File: config.mk
export PLATFORM = sky130hd
export DESIGN_NAME = part_timer
export DESIGN_NICKNAME = d
export VERILOG_FILES = /design/src/part_pkg.sv /design/src/part_timer.sv
export VERILOG_INCLUDE_DIRS = /design/src /design/src/src
export SDC_FILE = /design/constraint.sdc
export NUM_CORES = 1
export LEC_CHECK = 0
export BUFFER_PORTS_ARGS = -buffer_cell sky130_fd_sc_hd__buf_2
export CORE_AREA = 2 2 137 139
export CTS_BUF_LIST = sky130_fd_sc_hd__clkbuf_2
export CTS_CLUSTER_SIZE = 14
export DETAILED_ROUTE_END_ITERATION = 10
export DIE_AREA = 0 0 139 141
export GPL_TIMING_DRIVEN = 0
export HOLD_SLACK_MARGIN = 0.05
export PLACE_DENSITY = 0.77
export SYNTH_ARGS = -nofsm -noshare
export SYNTH_HDL_FRONTEND = slang
export SYNTH_SLANG_ARGS = --single-unit
File: constraint.sdc
create_clock -name clk -period 6.45 [get_ports clk]
set_clock_uncertainty 0.2 [all_clocks]
set_input_delay 1.935 -clock clk [delete_from_list [all_inputs] [get_ports clk]]
set_output_delay 1.935 -clock clk [all_outputs]
set_load 0.02 [all_outputs]
File: src/part_regs.svh
// Register offsets, field positions and reset values of the PWM auto-reload timer.
// Assumes an 8-bit register port with byte-wide offsets.
`ifndef PART_REGS_SVH
`define PART_REGS_SVH

`define PART_ADDR_W         4
`define PART_OFF_DUTY3      4'h0
`define PART_OFF_DUTY2      4'h1
`define PART_OFF_DUTY1      4'h2
`define PART_OFF_DUTY0      4'h3
`define PART_OFF_PWMCTRL    4'h4
`define PART_OFF_CSR        4'h5
`define PART_OFF_CNT        4'h6
`define PART_OFF_RELOAD     4'h7
`define PART_OFF_CAPCSR     4'h8
`define PART_OFF_CAP1       4'h9
`define PART_OFF_CAP2       4'hA
`define PART_OFF_HALTCTL    4'hB
`define PART_BIT_SRC        7
`define PART_BIT_RUN        3
`define PART_BIT_FRL        2
`define PART_BIT_OIE        1
`define PART_BIT_OVF        0
`define PART_RST_BYTE       8'h00
`define PART_CNT_MAX        8'hFF

`endif

File: src/part_pkg.sv
// Types shared by the PWM auto-reload timer.
// Assumes the constants header supplies the numbers.
package part_pkg;
    typedef struct packed {
        logic       source_select;
        logic [2:0] clock_divide_select;
        logic       counter_run;
        logic       overflow_irq_enable;
    } part_csr_t;

    typedef struct packed {
        logic [3:0] output_enable_bit;
        logic [3:0] output_polarity_bit;
    } part_pwmctl_t;

    typedef struct packed {
        logic [1:0] capture_edge_select;
        logic [1:0] capture_irq_enable;
    } part_capctl_t;
endpackage : part_pkg

File: src/part_timer.sv
// PWM auto-reload timer: prescaler, 8-bit counter, four PWM channels, two captures.
// Assumes register port pins synchronous to clk; count and capture inputs synchronised here; halt state comes from a system input.
`include "part_regs.svh"
`timescale 1ns/10ps
`default_nettype none

// Function
// - 8-bit up counter increments on each prescaler output enable.
// - Overflow reloads counter from reload register; prescaler untouched.
// - 7-bit prescaler, divide by two to the divide select field.
// - Source select 0 takes CPU clock, 1 takes external clock.
// - Run bit clear freezes prescaler and counter.
// - Reset clears counter and prescaler and selects CPU clock.
// - Force reload with run, or counter write, clears prescaler.
// - Hidden compare shadows load from duty registers only at overflow.
// - Output enable bit drives each channel pin independently.
// - Common period is 256 minus reload counter clocks.
// - Overflow sets every pin to its polarity-defined level.
// - Counter equal compare returns the pin to the opposite level.
// - Overflow sets flag and irq when enabled; software clears.
// - External clock mode with divide select 0 flags after 256 minus reload events.
// - Selected capture edge copies counter and sets capture flag.
// - Capture register locked until read; read clears flag.
// - Capture irq pending while flag and enable set.
// - Edge per capture channel chosen by edge select bit.
// - In halt an enabled capture edge raises wake request.
// - PWM generation stops during halt.
// - Reading control status register clears overflow flag.
// - Force reload is write-only and reads zero.
// - Polarity 0: high up to compare; 1 inverted; immediate.
// - Edge select 0 falling, 1 rising.
module part_timer (
    input  wire logic                   clk,
    input  wire logic                   nrst,
    input  wire logic [`PART_ADDR_W-1:0] addr,
    input  wire logic [7:0]             wdata,
    input  wire logic                   wr,
    input  wire logic                   rd,
    output logic      [7:0]             rdata,
    input  wire logic                   halt_mode,
    input  wire logic                   external_count_clock,
    input  wire logic [1:0]             capture_input_pin,
    output logic      [3:0]             pwm_output_pin,
    output logic      [3:0]             pwm_output_oe,
    output logic                        overflow_irq,
    output logic      [1:0]             capture_irq,
    output logic                        wake_req
);
    logic [1:0] rst_sync_r;
    logic       rst_n;
    always_ff @(posedge clk or negedge nrst) begin
        if (!nrst) rst_sync_r <= 2'h0;
        else       rst_sync_r <= {rst_sync_r[0], 1'b1};
    end
    assign rst_n = rst_sync_r[1];

    part_pkg::part_csr_t    csr_r;
    part_pkg::part_pwmctl_t pwmctl_r;
    part_pkg::part_capctl_t capctl_r;
    logic [7:0]  duty_r [4];
    logic [7:0]  shadow_r [4];
    logic [7:0]  reload_r, cnt_r, cnt_nxt;
    logic [6:0]  pre_r, pre_nxt;
    logic        ovf_flag_r;
    logic [1:0]  cap_flag_r;
    logic [7:0]  cap_r [2];
    logic [3:0]  level_r;

    // Synchronisers: first stage read only by second stage
    logic [1:0] ext_s1_r, ext_s2_r, ext_s3_r;
    logic [1:0] cap_s1_r [2];
    logic [1:0] cap_s2_r [2];
    logic [1:0] cap_s3_r [2];
    always_ff @(posedge clk or negedge rst_n) begin
        if (!rst_n) begin
            ext_s1_r <= 2'h0;
            ext_s2_r <= 2'h0;
            ext_s3_r <= 2'h0;
        end else begin
            ext_s1_r <= {1'b0, external_count_clock};
            ext_s2_r <= ext_s1_r;
            ext_s3_r <= ext_s2_r;
        end
    end

    wire ext_rise = ext_s2_r[0] & ~ext_s3_r[0];
    wire in_tick  = csr_r.source_select ? ext_rise : 1'b1;
    wire run      = csr_r.counter_run;
    wire [7:0] pre_plus = {1'b0, pre_r} + 8'h01;
    // Tap n fires when the low n bits of the prescaler are all ones
    wire [7:0] tap_mask = (8'h01 << csr_r.clock_divide_select) - 8'h01;
    wire       tap_hit  = ((pre_plus[6:0] & tap_mask[6:0]) == 7'h00);
    wire       cnt_en   = run & in_tick & tap_hit;
    wire       ovf_evt  = cnt_en & (cnt_r == `PART_CNT_MAX);

    wire wr_csr    = wr & (addr == `PART_OFF_CSR);
    wire wr_cnt    = wr & (addr == `PART_OFF_CNT);
    wire force_ld  = wr_csr & wdata[`PART_BIT_FRL] & wdata[`PART_BIT_RUN];
    wire rd_csr    = rd & (addr == `PART_OFF_CSR);

    always_comb begin
        cnt_nxt = cnt_r;
        pre_nxt = pre_r;
        if (wr_cnt) begin
            cnt_nxt = wdata;
            pre_nxt = 7'h00;
        end else if (force_ld) begin
            cnt_nxt = reload_r;
            pre_nxt = 7'h00;
        end else if (run & in_tick) begin
            pre_nxt = pre_plus[6:0];
            if (tap_hit)
                cnt_nxt = (cnt_r == `PART_CNT_MAX) ? reload_r : cnt_r + 8'h01;
        end
    end

    always_ff @(posedge clk or negedge rst_n) begin
        if (!rst_n) begin
            cnt_r <= `PART_RST_BYTE;
            pre_r <= 7'h00;
        end else begin
            cnt_r <= cnt_nxt;
            pre_r <= pre_nxt;
        end
    end

    // Register writes
    always_ff @(posedge clk or negedge rst_n) begin
        if (!rst_n) begin
            csr_r    <= '0;
            pwmctl_r <= '0;
            capctl_r <= '0;
            reload_r <= `PART_RST_BYTE;
        end else if (wr) begin
            if (addr == `PART_OFF_CSR)
                csr_r <= {wdata[7:3], wdata[`PART_BIT_OIE]};
            if (addr == `PART_OFF_PWMCTRL)
                pwmctl_r <= wdata;
            if (addr == `PART_OFF_RELOAD)
                reload_r <= wdata;
            if (addr == `PART_OFF_CAPCSR)
                capctl_r <= wdata[5:2];
        end
    end

    // Overflow flag: set wins over read clear
    always_ff @(posedge clk or negedge rst_n) begin
        if (!rst_n)       ovf_flag_r <= 1'b0;
        else if (ovf_evt) ovf_flag_r <= 1'b1;
        else if (rd_csr)  ovf_flag_r <= 1'b0;
    end

    // PWM channels
    wire pwm_run = ~halt_mode;
    wire pin_nxt_0;
    genvar g;
    generate
        for (g = 0; g < 4; g++) begin : g_pwm
            wire wr_duty = wr & (addr == (`PART_OFF_DUTY0 - 4'(g)));
            always_ff @(posedge clk or negedge rst_n) begin
                if (!rst_n) begin
                    duty_r[g]   <= `PART_RST_BYTE;
                    shadow_r[g] <= `PART_RST_BYTE;
                    level_r[g]  <= 1'b1;
                end else begin
                    if (wr_duty) duty_r[g] <= wdata;
                    if (ovf_evt & pwm_run) begin
                        shadow_r[g] <= duty_r[g];
                        level_r[g]  <= 1'b1;
                    end else if (cnt_en & pwm_run & (cnt_nxt == shadow_r[g]) &
                                 (cnt_r != shadow_r[g])) begin
                        level_r[g] <= 1'b1;
                    end else if (cnt_en & pwm_run & (cnt_r == shadow_r[g])) begin
                        level_r[g] <= 1'b0;
                    end
                end
            end
            // Polarity applied after the level so a change acts at once
            wire pin_nxt = level_r[g] ^ pwmctl_r.output_polarity_bit[g];
            if (g == 0) begin : g_probe
                assign pin_nxt_0 = pin_nxt;
            end
            always_ff @(posedge clk or negedge rst_n) begin
                if (!rst_n) begin
                    pwm_output_pin[g] <= 1'b0;
                    pwm_output_oe[g]  <= 1'b0;
                end else begin
                    pwm_output_pin[g] <= pwm_output_oe[g] ? pin_nxt : 1'b0;
                    pwm_output_oe[g]  <= pwmctl_r.output_enable_bit[g] & pwm_run;
                end
            end
        end
    endgenerate

    // Capture channels
    logic [1:0] cap_edge;
    generate
        for (g = 0; g < 2; g++) begin : g_cap
            always_ff @(posedge clk or negedge rst_n) begin
                if (!rst_n) begin
                    cap_s1_r[g] <= 2'h0;
                    cap_s2_r[g] <= 2'h0;
                    cap_s3_r[g] <= 2'h0;
                end else begin
                    cap_s1_r[g] <= {1'b0, capture_input_pin[g]};
                    cap_s2_r[g] <= cap_s1_r[g];
                    cap_s3_r[g] <= cap_s2_r[g];
                end
            end
            wire rise = cap_s2_r[g][0] & ~cap_s3_r[g][0];
            wire fall = ~cap_s2_r[g][0] & cap_s3_r[g][0];
            assign cap_edge[g] = capctl_r.capture_edge_select[g] ? rise : fall;
            wire rd_cap = rd & (addr == (`PART_OFF_CAP1 + 4'(g)));
            always_ff @(posedge clk or negedge rst_n) begin
                if (!rst_n) begin
                    cap_r[g]      <= `PART_RST_BYTE;
                    cap_flag_r[g] <= 1'b0;
                end else if (cap_edge[g] & ~cap_flag_r[g]) begin
                    cap_r[g]      <= cnt_r;
                    cap_flag_r[g] <= 1'b1;
                end else if (rd_cap) begin
                    cap_flag_r[g] <= 1'b0;
                end
            end
        end
    endgenerate

    // Readback
    logic [7:0] rd_mux;
    always_comb begin
        unique case (addr)
            `PART_OFF_DUTY3:   rd_mux = duty_r[3];
            `PART_OFF_DUTY2:   rd_mux = duty_r[2];
            `PART_OFF_DUTY1:   rd_mux = duty_r[1];
            `PART_OFF_DUTY0:   rd_mux = duty_r[0];
            `PART_OFF_PWMCTRL: rd_mux = pwmctl_r;
            `PART_OFF_CSR:     rd_mux = {csr_r[5:1], 1'b0, csr_r.overflow_irq_enable,
                                         ovf_flag_r};
            `PART_OFF_CNT:     rd_mux = cnt_r;
            `PART_OFF_RELOAD:  rd_mux = reload_r;
            `PART_OFF_CAPCSR:  rd_mux = {2'h0, capctl_r, cap_flag_r};
            `PART_OFF_CAP1:    rd_mux = cap_r[0];
            `PART_OFF_CAP2:    rd_mux = cap_r[1];
            default:           rd_mux = 8'h00;
        endcase
    end

    always_ff @(posedge clk or negedge rst_n) begin
        if (!rst_n) begin
            rdata        <= 8'h00;
            overflow_irq <= 1'b0;
            capture_irq  <= 2'h0;
            wake_req     <= 1'b0;
        end else begin
            rdata        <= rd ? rd_mux : 8'h00;
            overflow_irq <= ovf_flag_r & csr_r.overflow_irq_enable;
            capture_irq  <= cap_flag_r & capctl_r.capture_irq_enable;
            wake_req     <= halt_mode & |(cap_edge & capctl_r.capture_irq_enable);
        end
    end

    // Checks use the internal reset copy, so the synchroniser window is ignored
    // Register writes are excluded where they legally override the counter
    AST_OVF_SET: assert property (@(posedge clk) disable iff (!rst_n)
        ovf_evt |=> ovf_flag_r)
        else $error("overflow flag not set");
    AST_RELOAD: assert property (@(posedge clk) disable iff (!rst_n)
        ovf_evt && !wr && !rd |=> cnt_r == $past(reload_r))
        else $error("no reload");
    AST_FREEZE: assert property (@(posedge clk) disable iff (!rst_n)
        !run && !wr |=> $stable(cnt_r) && $stable(pre_r))
        else $error("not frozen");
    AST_PRE_CLR: assert property (@(posedge clk) disable iff (!rst_n)
        wr_cnt |=> pre_r == 7'h00 && cnt_r == $past(wdata))
        else $error("prescaler kept");
    AST_SHADOW: assert property (@(posedge clk) disable iff (!rst_n)
        !ovf_evt |=> $stable(shadow_r[0]))
        else $error("shadow changed");
    AST_OVF_RDCLR: assert property (@(posedge clk) disable iff (!rst_n)
        rd_csr && !ovf_evt |=> !ovf_flag_r)
        else $error("flag not cleared");
    AST_CAP_LOCK: assert property (@(posedge clk) disable iff (!rst_n)
        cap_flag_r[0] |=> $stable(cap_r[0]))
        else $error("capture overwritten");
    AST_CAP_IRQ: assert property (@(posedge clk) disable iff (!rst_n)
        cap_flag_r[1] && capctl_r.capture_irq_enable[1] |=> capture_irq[1])
        else $error("capture irq missing");
    AST_HALT_OE: assert property (@(posedge clk) disable iff (!rst_n)
        halt_mode |=> pwm_output_oe == 4'h0)
        else $error("pwm runs in halt");
    AST_FRL_ZERO: assert property (@(posedge clk) disable iff (!rst_n)
        rd_csr |=> rdata[`PART_BIT_FRL] == 1'b0)
        else $error("force reload reads one");
    AST_CNT_INC: assert property (@(posedge clk) disable iff (!rst_n)
        cnt_en && !wr_cnt && !force_ld && !ovf_evt |=> cnt_r == $past(cnt_r) + 8'h01)
        else $error("counter did not advance");
    AST_PRE_KEEP: assert property (@(posedge clk) disable iff (!rst_n)
        ovf_evt && !wr_cnt && !force_ld |=> pre_r == $past(pre_plus[6:0]))
        else $error("prescaler disturbed by reload");
    AST_DIV0: assert property (@(posedge clk) disable iff (!rst_n)
        run && !csr_r.source_select && csr_r.clock_divide_select == 3'h0 |-> cnt_en)
        else $error("undivided clock skipped a tick");
    AST_SRC_EXT: assert property (@(posedge clk) disable iff (!rst_n)
        csr_r.source_select && !ext_rise |-> !cnt_en)
        else $error("count without external event");
    AST_FRL_LOAD: assert property (@(posedge clk) disable iff (!rst_n)
        force_ld |=> pre_r == 7'h00 && cnt_r == $past(reload_r))
        else $error("force reload ignored");
    AST_OE_FOLLOW: assert property (@(posedge clk) disable iff (!rst_n)
        !halt_mode |=> pwm_output_oe == $past(pwmctl_r.output_enable_bit))
        else $error("output enable wrong");
    AST_OVF_LEVEL: assert property (@(posedge clk) disable iff (!rst_n)
        ovf_evt && !halt_mode |=> level_r == 4'hF)
        else $error("overflow level wrong");
    AST_CMP_LEVEL: assert property (@(posedge clk) disable iff (!rst_n)
        cnt_en && !halt_mode && !ovf_evt && cnt_r == shadow_r[0] |=> !level_r[0])
        else $error("compare level wrong");
    AST_POL_PIN: assert property (@(posedge clk) disable iff (!rst_n)
        pwm_output_oe[0] |=> pwm_output_pin[0] == $past(pin_nxt_0))
        else $error("polarity not applied");
    AST_CAP_COPY: assert property (@(posedge clk) disable iff (!rst_n)
        cap_edge[0] && !cap_flag_r[0] |=> cap_flag_r[0] && cap_r[0] == $past(cnt_r))
        else $error("capture not taken");
    AST_CAP_RDCLR: assert property (@(posedge clk) disable iff (!rst_n)
        rd && addr == `PART_OFF_CAP1 && !cap_edge[0] |=> !cap_flag_r[0])
        else $error("capture flag kept after read");
    AST_WAKE: assert property (@(posedge clk) disable iff (!rst_n)
        halt_mode && cap_edge[1] && capctl_r.capture_irq_enable[1] |=> wake_req)
        else $error("no wake request");
    AST_EDGE_SEL: assert property (@(posedge clk) disable iff (!rst_n)
        cap_edge[1] |-> cap_s2_r[1][0] == capctl_r.capture_edge_select[1])
        else $error("wrong capture edge");
    AST_OVF_IRQ: assert property (@(posedge clk) disable iff (!rst_n)
        ovf_flag_r && csr_r.overflow_irq_enable |=> overflow_irq)
        else $error("overflow irq missing");

    // Main scenarios that the bench is expected to reach
    COV_OVF: cover property (@(posedge clk) disable iff (!rst_n) ovf_evt);
    COV_FRL: cover property (@(posedge clk) disable iff (!rst_n) force_ld);
    COV_CAP: cover property (@(posedge clk) disable iff (!rst_n) cap_edge[0] && !cap_flag_r[0]);
    COV_EXT: cover property (@(posedge clk) disable iff (!rst_n) cnt_en && csr_r.source_select);
    COV_WAKE: cover property (@(posedge clk) disable iff (!rst_n) wake_req);
endmodule : part_timer

`default_nettype wire

**After elaboration in Yosys (flattened, before gate mapping)**

Cells that the tools add are included.

- Output and inout port bits: 20
- Word-level logic and storage cells: 183
- Input bits: 20
- Register bits after elaboration: 159

- Bitwise logic cells: 56
- Add/subtract/negate cells: 3
- Shift-type cells: 1
- Reductions and logical operators: 15
- Equality and inequality tests: 23
- Mux-type cells: 35

Operators with widths:

| cell | number |
|---|---|
| $pmux W8 S11 | 1 |
| $eq A8 B8 Y1 | 8 |
| $mux W8 | 6 |
| $and A1 B1 Y1 | 41 |
| $ne A8 B8 Y1 | 4 |
| $mux W1 | 25 |
| $mux W7 | 3 |
| $eq A4 B3 Y1 const B | 4 |
| $reduce_bool A3 Y1 | 5 |
| $eq A4 B4 Y1 const B | 3 |
| $add A8 B1 Y8 const B | 1 |
| $eq A4 B2 Y1 const B | 2 |
| $eq A8 B8 Y1 const B | 1 |
| $not A1 Y1 | 8 |
| $reduce_and A2 Y1 | 4 |
| $add A7 B1 Y7 const B | 1 |
| $and A7 B7 Y7 | 1 |
| $logic_not A7 Y1 | 1 |
| $shl A1 B3 Y7 const A | 1 |
| $sub A7 B1 Y7 const B | 1 |
| $reduce_bool A2 Y1 | 3 |
| $and A2 B2 Y2 | 2 |
| $eq A4 B1 Y1 const B | 1 |
| $logic_not A4 Y1 | 1 |
| 2 further kinds | 5 |

**Depth between registers and ports, before layout**

Gate-level depths: netlist of run 1.

- Depth after elaboration: 13
- Depth in mapped cells: 14
- Gate-level depth less buffers: 12

**Worst setup path after synthesis of run 1**

Ideal clock, no wire load.

- Path kind: input-to-reg
- Start point: input wr
- End point: register level_r[0]
- Path slack: 2.109 ns
- Setup time: 0.059 ns
- Stages on the path: 11
- Buffers on the path: 2
- Required time: 6.191 ns
- Arrival time: 4.082 ns
- Path through: clkbuf_1 > nand3b_1 > or2_1 > buf_2 > nand2_1 > nor2_1 > a211o_1 > a2111oi_0 > o211ai_1 > a2111oi_2 > a21bo_1

- Cells in the longest elaborated chain, start to end: 10
- Elaborated cells between the ends (all ways): 12
- Classes of those cells: eq/ne: 1; mux: 4; bitwise: 6; reduce/logical: 1

Ends and longest elaborated chain:

| element | line | RTL |
|---|---|---|
| from (decl) | part_timer.sv:37 | `input wire logic wr,` |
| $and A1 B1 Y1 | part_timer.sv:96 | `` wire wr_csr = wr & (addr == `PART_OFF_CSR); `` |
| $and A1 B1 Y1 (2 in a row) | part_timer.sv:98 | `` wire force_ld = wr_csr & wdata[`PART_BIT_FRL] & wdata[`PART_BIT_RUN]; `` |
| $mux W8 | part_timer.sv:107 | `end else if (force_ld) begin` |
| $mux W8 * | part_timer.sv:104 | `if (wr_cnt) begin` |
| $eq A8 B8 Y1 * | part_timer.sv:170 | `end else if (cnt_en & pwm_run & (cnt_nxt == shadow_r[g]) &` |
| $and A1 B1 Y1 * (2 in a row) | part_timer.sv:170 |  |
| $mux W1 | part_timer.sv:170 |  |
| $mux W1 | part_timer.sv:167 | `if (ovf_evt & pwm_run) begin` |
| to (signal, indexed assignment) | part_timer.sv:169 | `level_r[g] <= 1'b1;` |
| to (signal, indexed assignment) | part_timer.sv:172 | `level_r[g] <= 1'b1;` |
| to (signal, indexed assignment) | part_timer.sv:174 | `level_r[g] <= 1'b0;` |
| to (decl) | part_timer.sv:67 | `logic [3:0] level_r;` |

Every way passes the cells marked *; elsewhere a longest branch is shown, timed or not.
A chain may end at the register's enable or synchronous reset.

**Worst setup path after layout of run 1**

- Start point: input addr[0]
- End point: register level_r[0]

- Cells in the longest elaborated chain, start to end: 11
- Elaborated cells between the ends (all ways): 14
- Classes of those cells: eq/ne: 3; mux: 4; bitwise: 6; reduce/logical: 1

Ends and longest elaborated chain:

| element | line | RTL |
|---|---|---|
| from (decl) | part_timer.sv:35 | `` input wire logic [`PART_ADDR_W-1:0] addr, `` |
| $eq A4 B3 Y1 | -- |  |
| $and A1 B1 Y1 | part_timer.sv:96 |  |
| $and A1 B1 Y1 (2 in a row) | part_timer.sv:98 |  |
| $mux W8 | part_timer.sv:107 |  |
| $mux W8 * | part_timer.sv:104 |  |
| $eq A8 B8 Y1 * | part_timer.sv:170 |  |
| $and A1 B1 Y1 * (2 in a row) | part_timer.sv:170 |  |
| $mux W1 | part_timer.sv:170 |  |
| $mux W1 | part_timer.sv:167 |  |

Marked as above.

==> flow_summary_export.csv, run 1 <==
group,metric,value,unit
cts,post_cts.resized_instances,0,
sta,fmaxAchievable,206,MHz
placed_design,place_inst,1222,
yosys,leading_cell_types_by_total_area_after_synthesis,"dfrtp_1 44%, mux2_2 8.0%, nand2_1 6.4%, xnor2_1 4.7%, nor2_1 2.9%",
placed_design,globalplace.congestion,1.01,
placed_design,detailed_place.area,9400,µm²
yosys,synth.yosys.warnings,0,
outcome,outcome,"complete, no violations",
setup_path,setup.worst_path.start_class,"primary input",
floorplan,std_cell_rows,50,
sta,timing.slew.headroom,35.8,%
floorplan,die_width,139,µm
setup_path,cp-end-kind,"flop",
yosys,synth_largest_type_area_fraction,43.7,%
layout,layout.cells.most_common,"dfrtp_1",
drt,via_per_inst,6.24,
grt,first_global_vias,7464,
drt,drt_iter0_markers,1123,
sta,hold_viol,0,
yosys,synth_unique_cells,72,
yosys,syn_avg_cell_area,9.32,µm²
cts,holdBufCountCts,0,
placed_design,io_buffers,34,
grt,grt.total_usage,30.4,%
setup_path,critical_path_data_arrival_time,5.38,ns
setup_path,worst_ep_required_time,6.99,ns
cts,clock_tree.root_cell,"clkbuf_2",
setup_path,critPathSlowestCell,"nor2_1",
drt,route.final.wire_length,29.3,mm
layout,most-common-layout-cells,"154 x dfrtp_1, 152 x nand2_1, 69 x nor2_1",
cts,cts.clk_slew.worst_paths,0.26,ns
power,static_leakage_power,0.00417,µW
sta,worstMarginPinSlew,0.951,ns
drt,route.vias.total,7837,
drt,wire_per_inst,23.3,µm
floorplan,initial_utilization,48.6,%
yosys,syn-instance-count,952,
floorplan,coreArea,18300,µm²
power,p_per_area,320,nW/µm²
yosys,yosysTopAreaCell,"dfrtp_1",
yosys,asyncSetResetFlopFracSynth,100,%
yosys,synthFlopType,"dfrtp_1",
layout,area.growth.synth_to_final,8.66,%
setup_path,crit_chain,"buf_2, clkbuf_1, nand2b_1, nor2_1, mux2i_1, nor2_1, a311oi_1, nand3_1, o311ai_0, o2111a_1, a21bo_1",
sta,post-route-period-util,75.1,%
cts,ctsHtreeMaxLevel,4,
cts,clkLatencyLatePin,0.80,ns
placed_design,dp_slack,0.910,ns
floorplan,die_area,19600,µm²
grt,global_route_wire_length_before_repair,45.0,mm
layout,final_nets,1030,
cts,cts_max_path_buffers,2,
sta,setup_slack,1.60,ns
floorplan,die_h,141,µm
setup_path,worstPathBufferInverterCount,2,
layout,ratio_of_cells_with_drive_above_1_in_the_final_layout,15.4,%
floorplan,pin_count,40,
drt,postRouteAntennaNets,0,
cts,number_of_buffers_inserted_to_repair_setup_after_cts,0,
setup_path,worst_r2r_path_depth,12,
yosys,ys_ff_latch,159,
layout,post_layout_nonfiller_instances,1255,
yosys,syn_nets,975,
cts,tritoncts_clock_tree,"yes",
sta,setup_repair_after_global_routing_missed_its_margin,"no",
sta,fin_worst_hold_slack,0.167,ns
sta,final_max_slew_viol_count,0,
yosys,number_of_synthesized_flops_with_an_enable_pin,0,
layout,stdcell_area,9640,µm²
grt,antenna_violations_before_repair,1,
setup_path,cell_count_along_the_critical_path,11,
cts,cts_sinks,159,
setup_path,worstPathMaxFanout,10,
setup_path,crit_path_frequent_cell,"nor2_1",
power,irDropWorstVdd,0.150,mV
grt,grt_max_degree,57,
cts,cts-buffers-inserted,17,
hold_path,worst_hold_path_type,"flop to async pin",
yosys,ys_seq_area_share,44.9,%
sta,period_minus_ws_final,4.85,ns
placed_design,place_hpwl,21.5,mm
grt,overflow,0,
setup_path,critical_path_class,"primary input to flop",
sta,final-setup-viol-count,0,
yosys,syn-cell-area,8880,µm²
drt,remaining_design_rule_violation_count,0,
setup_path,cp_top_family,"simple AND/OR/NAND/NOR gates",
drt,drt_first_pass_iters,6,
run,maxCapViolCount,0,
setup_path,cpPeakStageDelay,0.77,ns
-- logic make-up (layout without fill, tap and decap cells) --
kind of cell,count (synthesis),in the layout,synth area share (%)
AOI/OAI and AO/OA,193,193,14.9
xor gates and xnor gates,73,73,7.20
adders and majority gates,3,3,0.423
buffers and inverters,91,159,4.07
DFF,159,159,44.9
muxes,76,76,9.80
other,1,2,0.0422
and+or+nand+nor,356,356,18.7
-- state kept, by name, summed over array words and instances (netlist names), 2 cells and up --
signal	flops
cap_flag_r	2
cap_r	16
cap_s1_r	2
cap_s2_r	2
cap_s3_r	2
capctl_r	4
capture_irq	2
cnt_r	8
csr_r	5
duty_r	32
level_r	4
pre_r	7
pwm_output_oe	4
pwm_output_pin	4
pwmctl_r	8
rdata	8
reload_r	8
rst_sync_r	2
shadow_r	32
-- area by class of cell --
class / count / area [µm²]
Antenna cell: 1 / 2.50
Clock inverter: 14 / 154
Timing Repair Buffer: 36 / 225
Sequential cell: 159 / 3990
Fill cell: 1743 / 8620
Buffer: 66 / 268
Multi-Input combinational cell: 702 / 4530
Clock buffer: 18 / 90.1
Inverter: 25 / 93.8
Tap cell: 234 / 293
-- cells in the mapped netlist (4+ instances only) --
library cell / number
dfrtp_1: 155
nand2_1: 152
nor2_1: 69
mux2_2: 63
clkbuf_1: 49
o21ai_0: 49
xnor2_1: 48
nand3_1: 39
a21oi_1: 35
xor2_1: 25
inv_1: 24
a31oi_1: 17
nor2b_1: 16
nand4_1: 15
o211ai_1: 12
buf_1: 11
a22oi_1: 10
and2_1: 10
mux2i_1: 10
nor3_1: 10
nor4_1: 10
o22ai_1: 10
a2111oi_0: 8
a311oi_1: 7
a211oi_1: 5
a22o_1: 5
a32oi_1: 5
nand2b_1: 5
nor3b_1: 5
o311ai_0: 5
or3_1: 5
buf_2: 4
dfstp_2: 4
nand3b_1: 4
o21bai_1: 4
-- worst reg2reg max path: stages, from the launching register on --
cell and delay, ns:
dfrtp_1 0.42, buf_2 0.17, or3_4 0.34, ha_1 0.27, xor2_1 0.21, a2111oi_4 0.65, nand2_2 0.25, nor2_1 0.17
buf_2 0.29, a21oi_1 0.21, o311ai_0 0.89, nand4_1 0.22, o21bai_1 0.19
-- through the flow --
step                setup TNS [ns]  util (%)  total power [µW]
detailed placement               0      51.4              2490
global placement            -37.78      51.1              2460
finish                           0      52.8              3090
global route                     0      52.8              3240
floorplan                        0         -              2110
CTS                              0      52.8              3070
-- where the power goes --
part	switching [µW]	total, µW	internal, µW
Combinational	696	1130	436
Clock	395	582	188
Sequential	190	1380	1190
Total	1280	3090	1810
-- routing by layer --
layer | vias up | global-route usage (%) | part of all wire, %
li1 | 3488 | - | -
met1 | 3785 | 41.5 | 40
met2 | 480 | 47.2 | 46
met3 | 84 | 6.93 | 10
met4 | 0 | 12.2 | 4.0
met5 | - | 0 | 0
-- final timing paths --
kind                          startpoint     endpoint  slack, ns
max                              addr[0]   level_r[0]       1.60
min                        rst_sync_r[1]    cap_r[15]       0.17
max reg2reg                     csr_r[2]   level_r[1]       1.89
min reg2reg                rst_sync_r[1]    cap_r[15]       0.17
max in group asynchronous  rst_sync_r[1]  shadow_r[2]       4.86
min in group clk             ext_s1_r[0]  ext_s2_r[0]       0.18
(Power assumes the default switching activity.)
==> run 2: changes to the inputs <==
--- a/config.mk
+++ b/config.mk
@@ -14,7 +14,7 @@
 export DIE_AREA = 0 0 139 141
 export GPL_TIMING_DRIVEN = 0
 export HOLD_SLACK_MARGIN = 0.05
-export PLACE_DENSITY = 0.77
+export PLACE_DENSITY = 0.79
 export SYNTH_ARGS = -nofsm -noshare
 export SYNTH_HDL_FRONTEND = slang
 export SYNTH_SLANG_ARGS = --single-unit
==> constraint.sdc (replaced) <==
create_clock -name clk -period 4.38 [get_ports clk]
set_clock_uncertainty 0.2 [all_clocks]
set_input_delay 1.314 -clock clk [delete_from_list [all_inputs] [get_ports clk]]
set_output_delay 1.314 -clock clk [all_outputs]
set_load 0.02 [all_outputs]
==> flow_summary_export.csv, run 2 (synthesis gave the netlist of run 1 again) <==
group,metric,value,unit
layout,largestRegisters,"duty_r (32), shadow_r (32), cap_r (16)",
cts,ctsHtreeMaxLevel,4,
drt,drt_first_pass_iters,6,
outcome,outcome,"complete, no violations",
sta,setup_total_negative_slack,0,ns
drt,route.vias.total,7905,
setup_path,worstPathMaxFanout,10,
drt,drt_iter0_markers,1122,
layout,num-fill-cells,1697,
setup_path,critical_path_data_arrival_time,4.81,ns
sta,final_max_slew_viol_count,0,
sta,fmaxAchievable,233,MHz
grt,antenna_violations_before_repair,1,
layout,area.growth.synth_to_final,8.91,%
cts,clkLatencyLatePin,0.78,ns
placed_design,place_hpwl,21.6,mm
drt,route.final.wire_length,29.3,mm
sta,period_minus_ws_final,4.29,ns
sta,final-setup-viol-count,0,
placed_design,io_buffers,34,
drt,remaining_design_rule_violation_count,0,
placed_design,place_inst,1222,
floorplan,coreArea,18300,µm²
sta,worstMarginPinSlew,0.979,ns
sta,post-route-period-util,98.0,%
floorplan,die_width,139,µm
cts,cts.clk_slew.worst_paths,0.28,ns
drt,via_per_inst,6.29,
power,irDropWorstVdd,0.304,mV
layout,most-common-layout-cells,"154 x dfrtp_1, 152 x nand2_1, 68 x nor2_1",
setup_path,cp-end-kind,"flop",
floorplan,die_area,19600,µm²
sta,hold_viol,0,
setup_path,rrSetupSlack,0.09,ns
grt,first_global_vias,7361,
cts,cts_max_path_buffers,2,
cts,tritoncts_clock_tree,"yes",
placed_design,dp_slack,-0.448,ns
sta,setup_slack,0.0892,ns
cts,number_of_buffers_inserted_to_repair_setup_after_cts,0,
cts,clock_tree.root_cell,"clkbuf_2",
hold_path,worst_hold_path_type,"flop to async pin",
floorplan,std_cell_rows,50,
floorplan,initial_utilization,48.6,%
setup_path,critical_path_class,"flop to flop",
grt,global_route_wire_length_before_repair,44.8,mm
drt,postRouteAntennaNets,0,
setup_path,worst_ep_required_time,4.90,ns
layout,layout.cells.most_common,"dfrtp_1",
cts,cts_sinks,159,
grt,grt_max_degree,66,
floorplan,die_h,141,µm
power,p_per_area,474,nW/µm²
run,maxCapViolCount,0,
layout,final_nets,1031,
setup_path,setup.worst_path.start_class,"flop",
power,static_leakage_power,0.00417,µW
placed_design,globalplace.congestion,1.01,
sta,timing.slew.headroom,34.5,%
layout,post_layout_nonfiller_instances,1256,
cts,cts-buffers-inserted,17,
layout,ratio_of_cells_with_drive_above_1_in_the_final_layout,15.6,%
grt,grt.total_usage,30.5,%
sta,setup_repair_after_global_routing_missed_its_margin,"no",
grt,overflow,0,
drt,wire_per_inst,23.4,µm
floorplan,pin_count,40,
-- run 2: cell types whose count changed in the layout (fill, tap and decap cells not counted), sizes merged --
cell and delta:
clkinvlp +1, clkbuf -1, dlygate4sd3 +1, inv -2, clkinv +2
-- run 2: worst paths after layout --
| kind | startpoint | to | cells after the start |
|---|---|---|---|
| min reg2reg | rst_sync_r[1] | rdata[7] | 0 |
| min | rst_sync_r[1] | rdata[7] | 0 |
| max reg2reg | csr_r[3] | level_r[0] | 11 |
| max | csr_r[3] | level_r[0] | 11 |
| min in group clk | ext_s1_r[0] | ext_s2_r[0] | 0 |
| max in group asynchronous | rst_sync_r[1] | level_r[3] | 2 |
-- run 2: critical path, stage by stage (launching register included) --
cell	delay, ns
dfrtp_1	0.45
buf_6	0.15
or3_4	0.36
ha_1	0.27
xor2_1	0.21
a2111oi_4	0.68
nand3_1	0.32
o21ai_2	0.46
a21oi_1	0.23
a22o_1	0.39
o2111a_1	0.31
a21bo_1	0.20
-- run 2: repair_timing --
item                       in CTS  in global routing
hold endpoints to repair        0                  2
setup endpoints to repair       1                  5
resized for setup               1                  5
hold buffers                    0                  1
-- run 2: cell type report --
| cell class | count | area (µm²) | share of cell area, % |
|---|---|---|---|
| Timing Repair Buffer | 37 | 235 | 2.43 |
| Antenna cell | 1 | 2.50 | 0.0259 |
| Tap cell | 234 | 293 | 3.03 |
| Inverter | 25 | 93.8 | 0.971 |
| Multi-Input combinational cell | 702 | 4540 | 47.0 |
| Sequential cell | 159 | 3990 | 41.3 |
| Buffer | 66 | 268 | 2.77 |
| Clock inverter | 15 | 161 | 1.67 |
| Clock buffer | 17 | 85.1 | 0.880 |
-- run 2: per-layer routing --
metal  part of all wire (%)  routed length (µm)  vias to the layer above  global-route usage, %
li1                       -                   -                     3477                      -
met1                     40               11800                     3808                   42.7
met2                     45               13100                      512                   45.9
met3                    9.9                2910                      108                   5.50
met4                    5.2                1510                        0                   14.8
met5                      0                   0                        -                      0
-- run 2: power by group --
group,internal (µW),switching [µW]
Combinational,648,1040
Sequential,1750,270
Clock,271,601
-- run 2: through the flow --
stage / total power (µW) / util (%) / hold slack, ns / instance area, µm²
floorplan: 3100 / - / 0.131 / 8880
global placement: 3640 / 51.1 / 0.132 / 9340
detailed placement: 3670 / 51.4 / 0.103 / 9400
CTS: 4530 / 52.8 / 0.0505 / 9640
global route: 4780 / 52.9 / 0.108 / 9670
finish: 4580 / 52.9 / 0.0415 / 9670
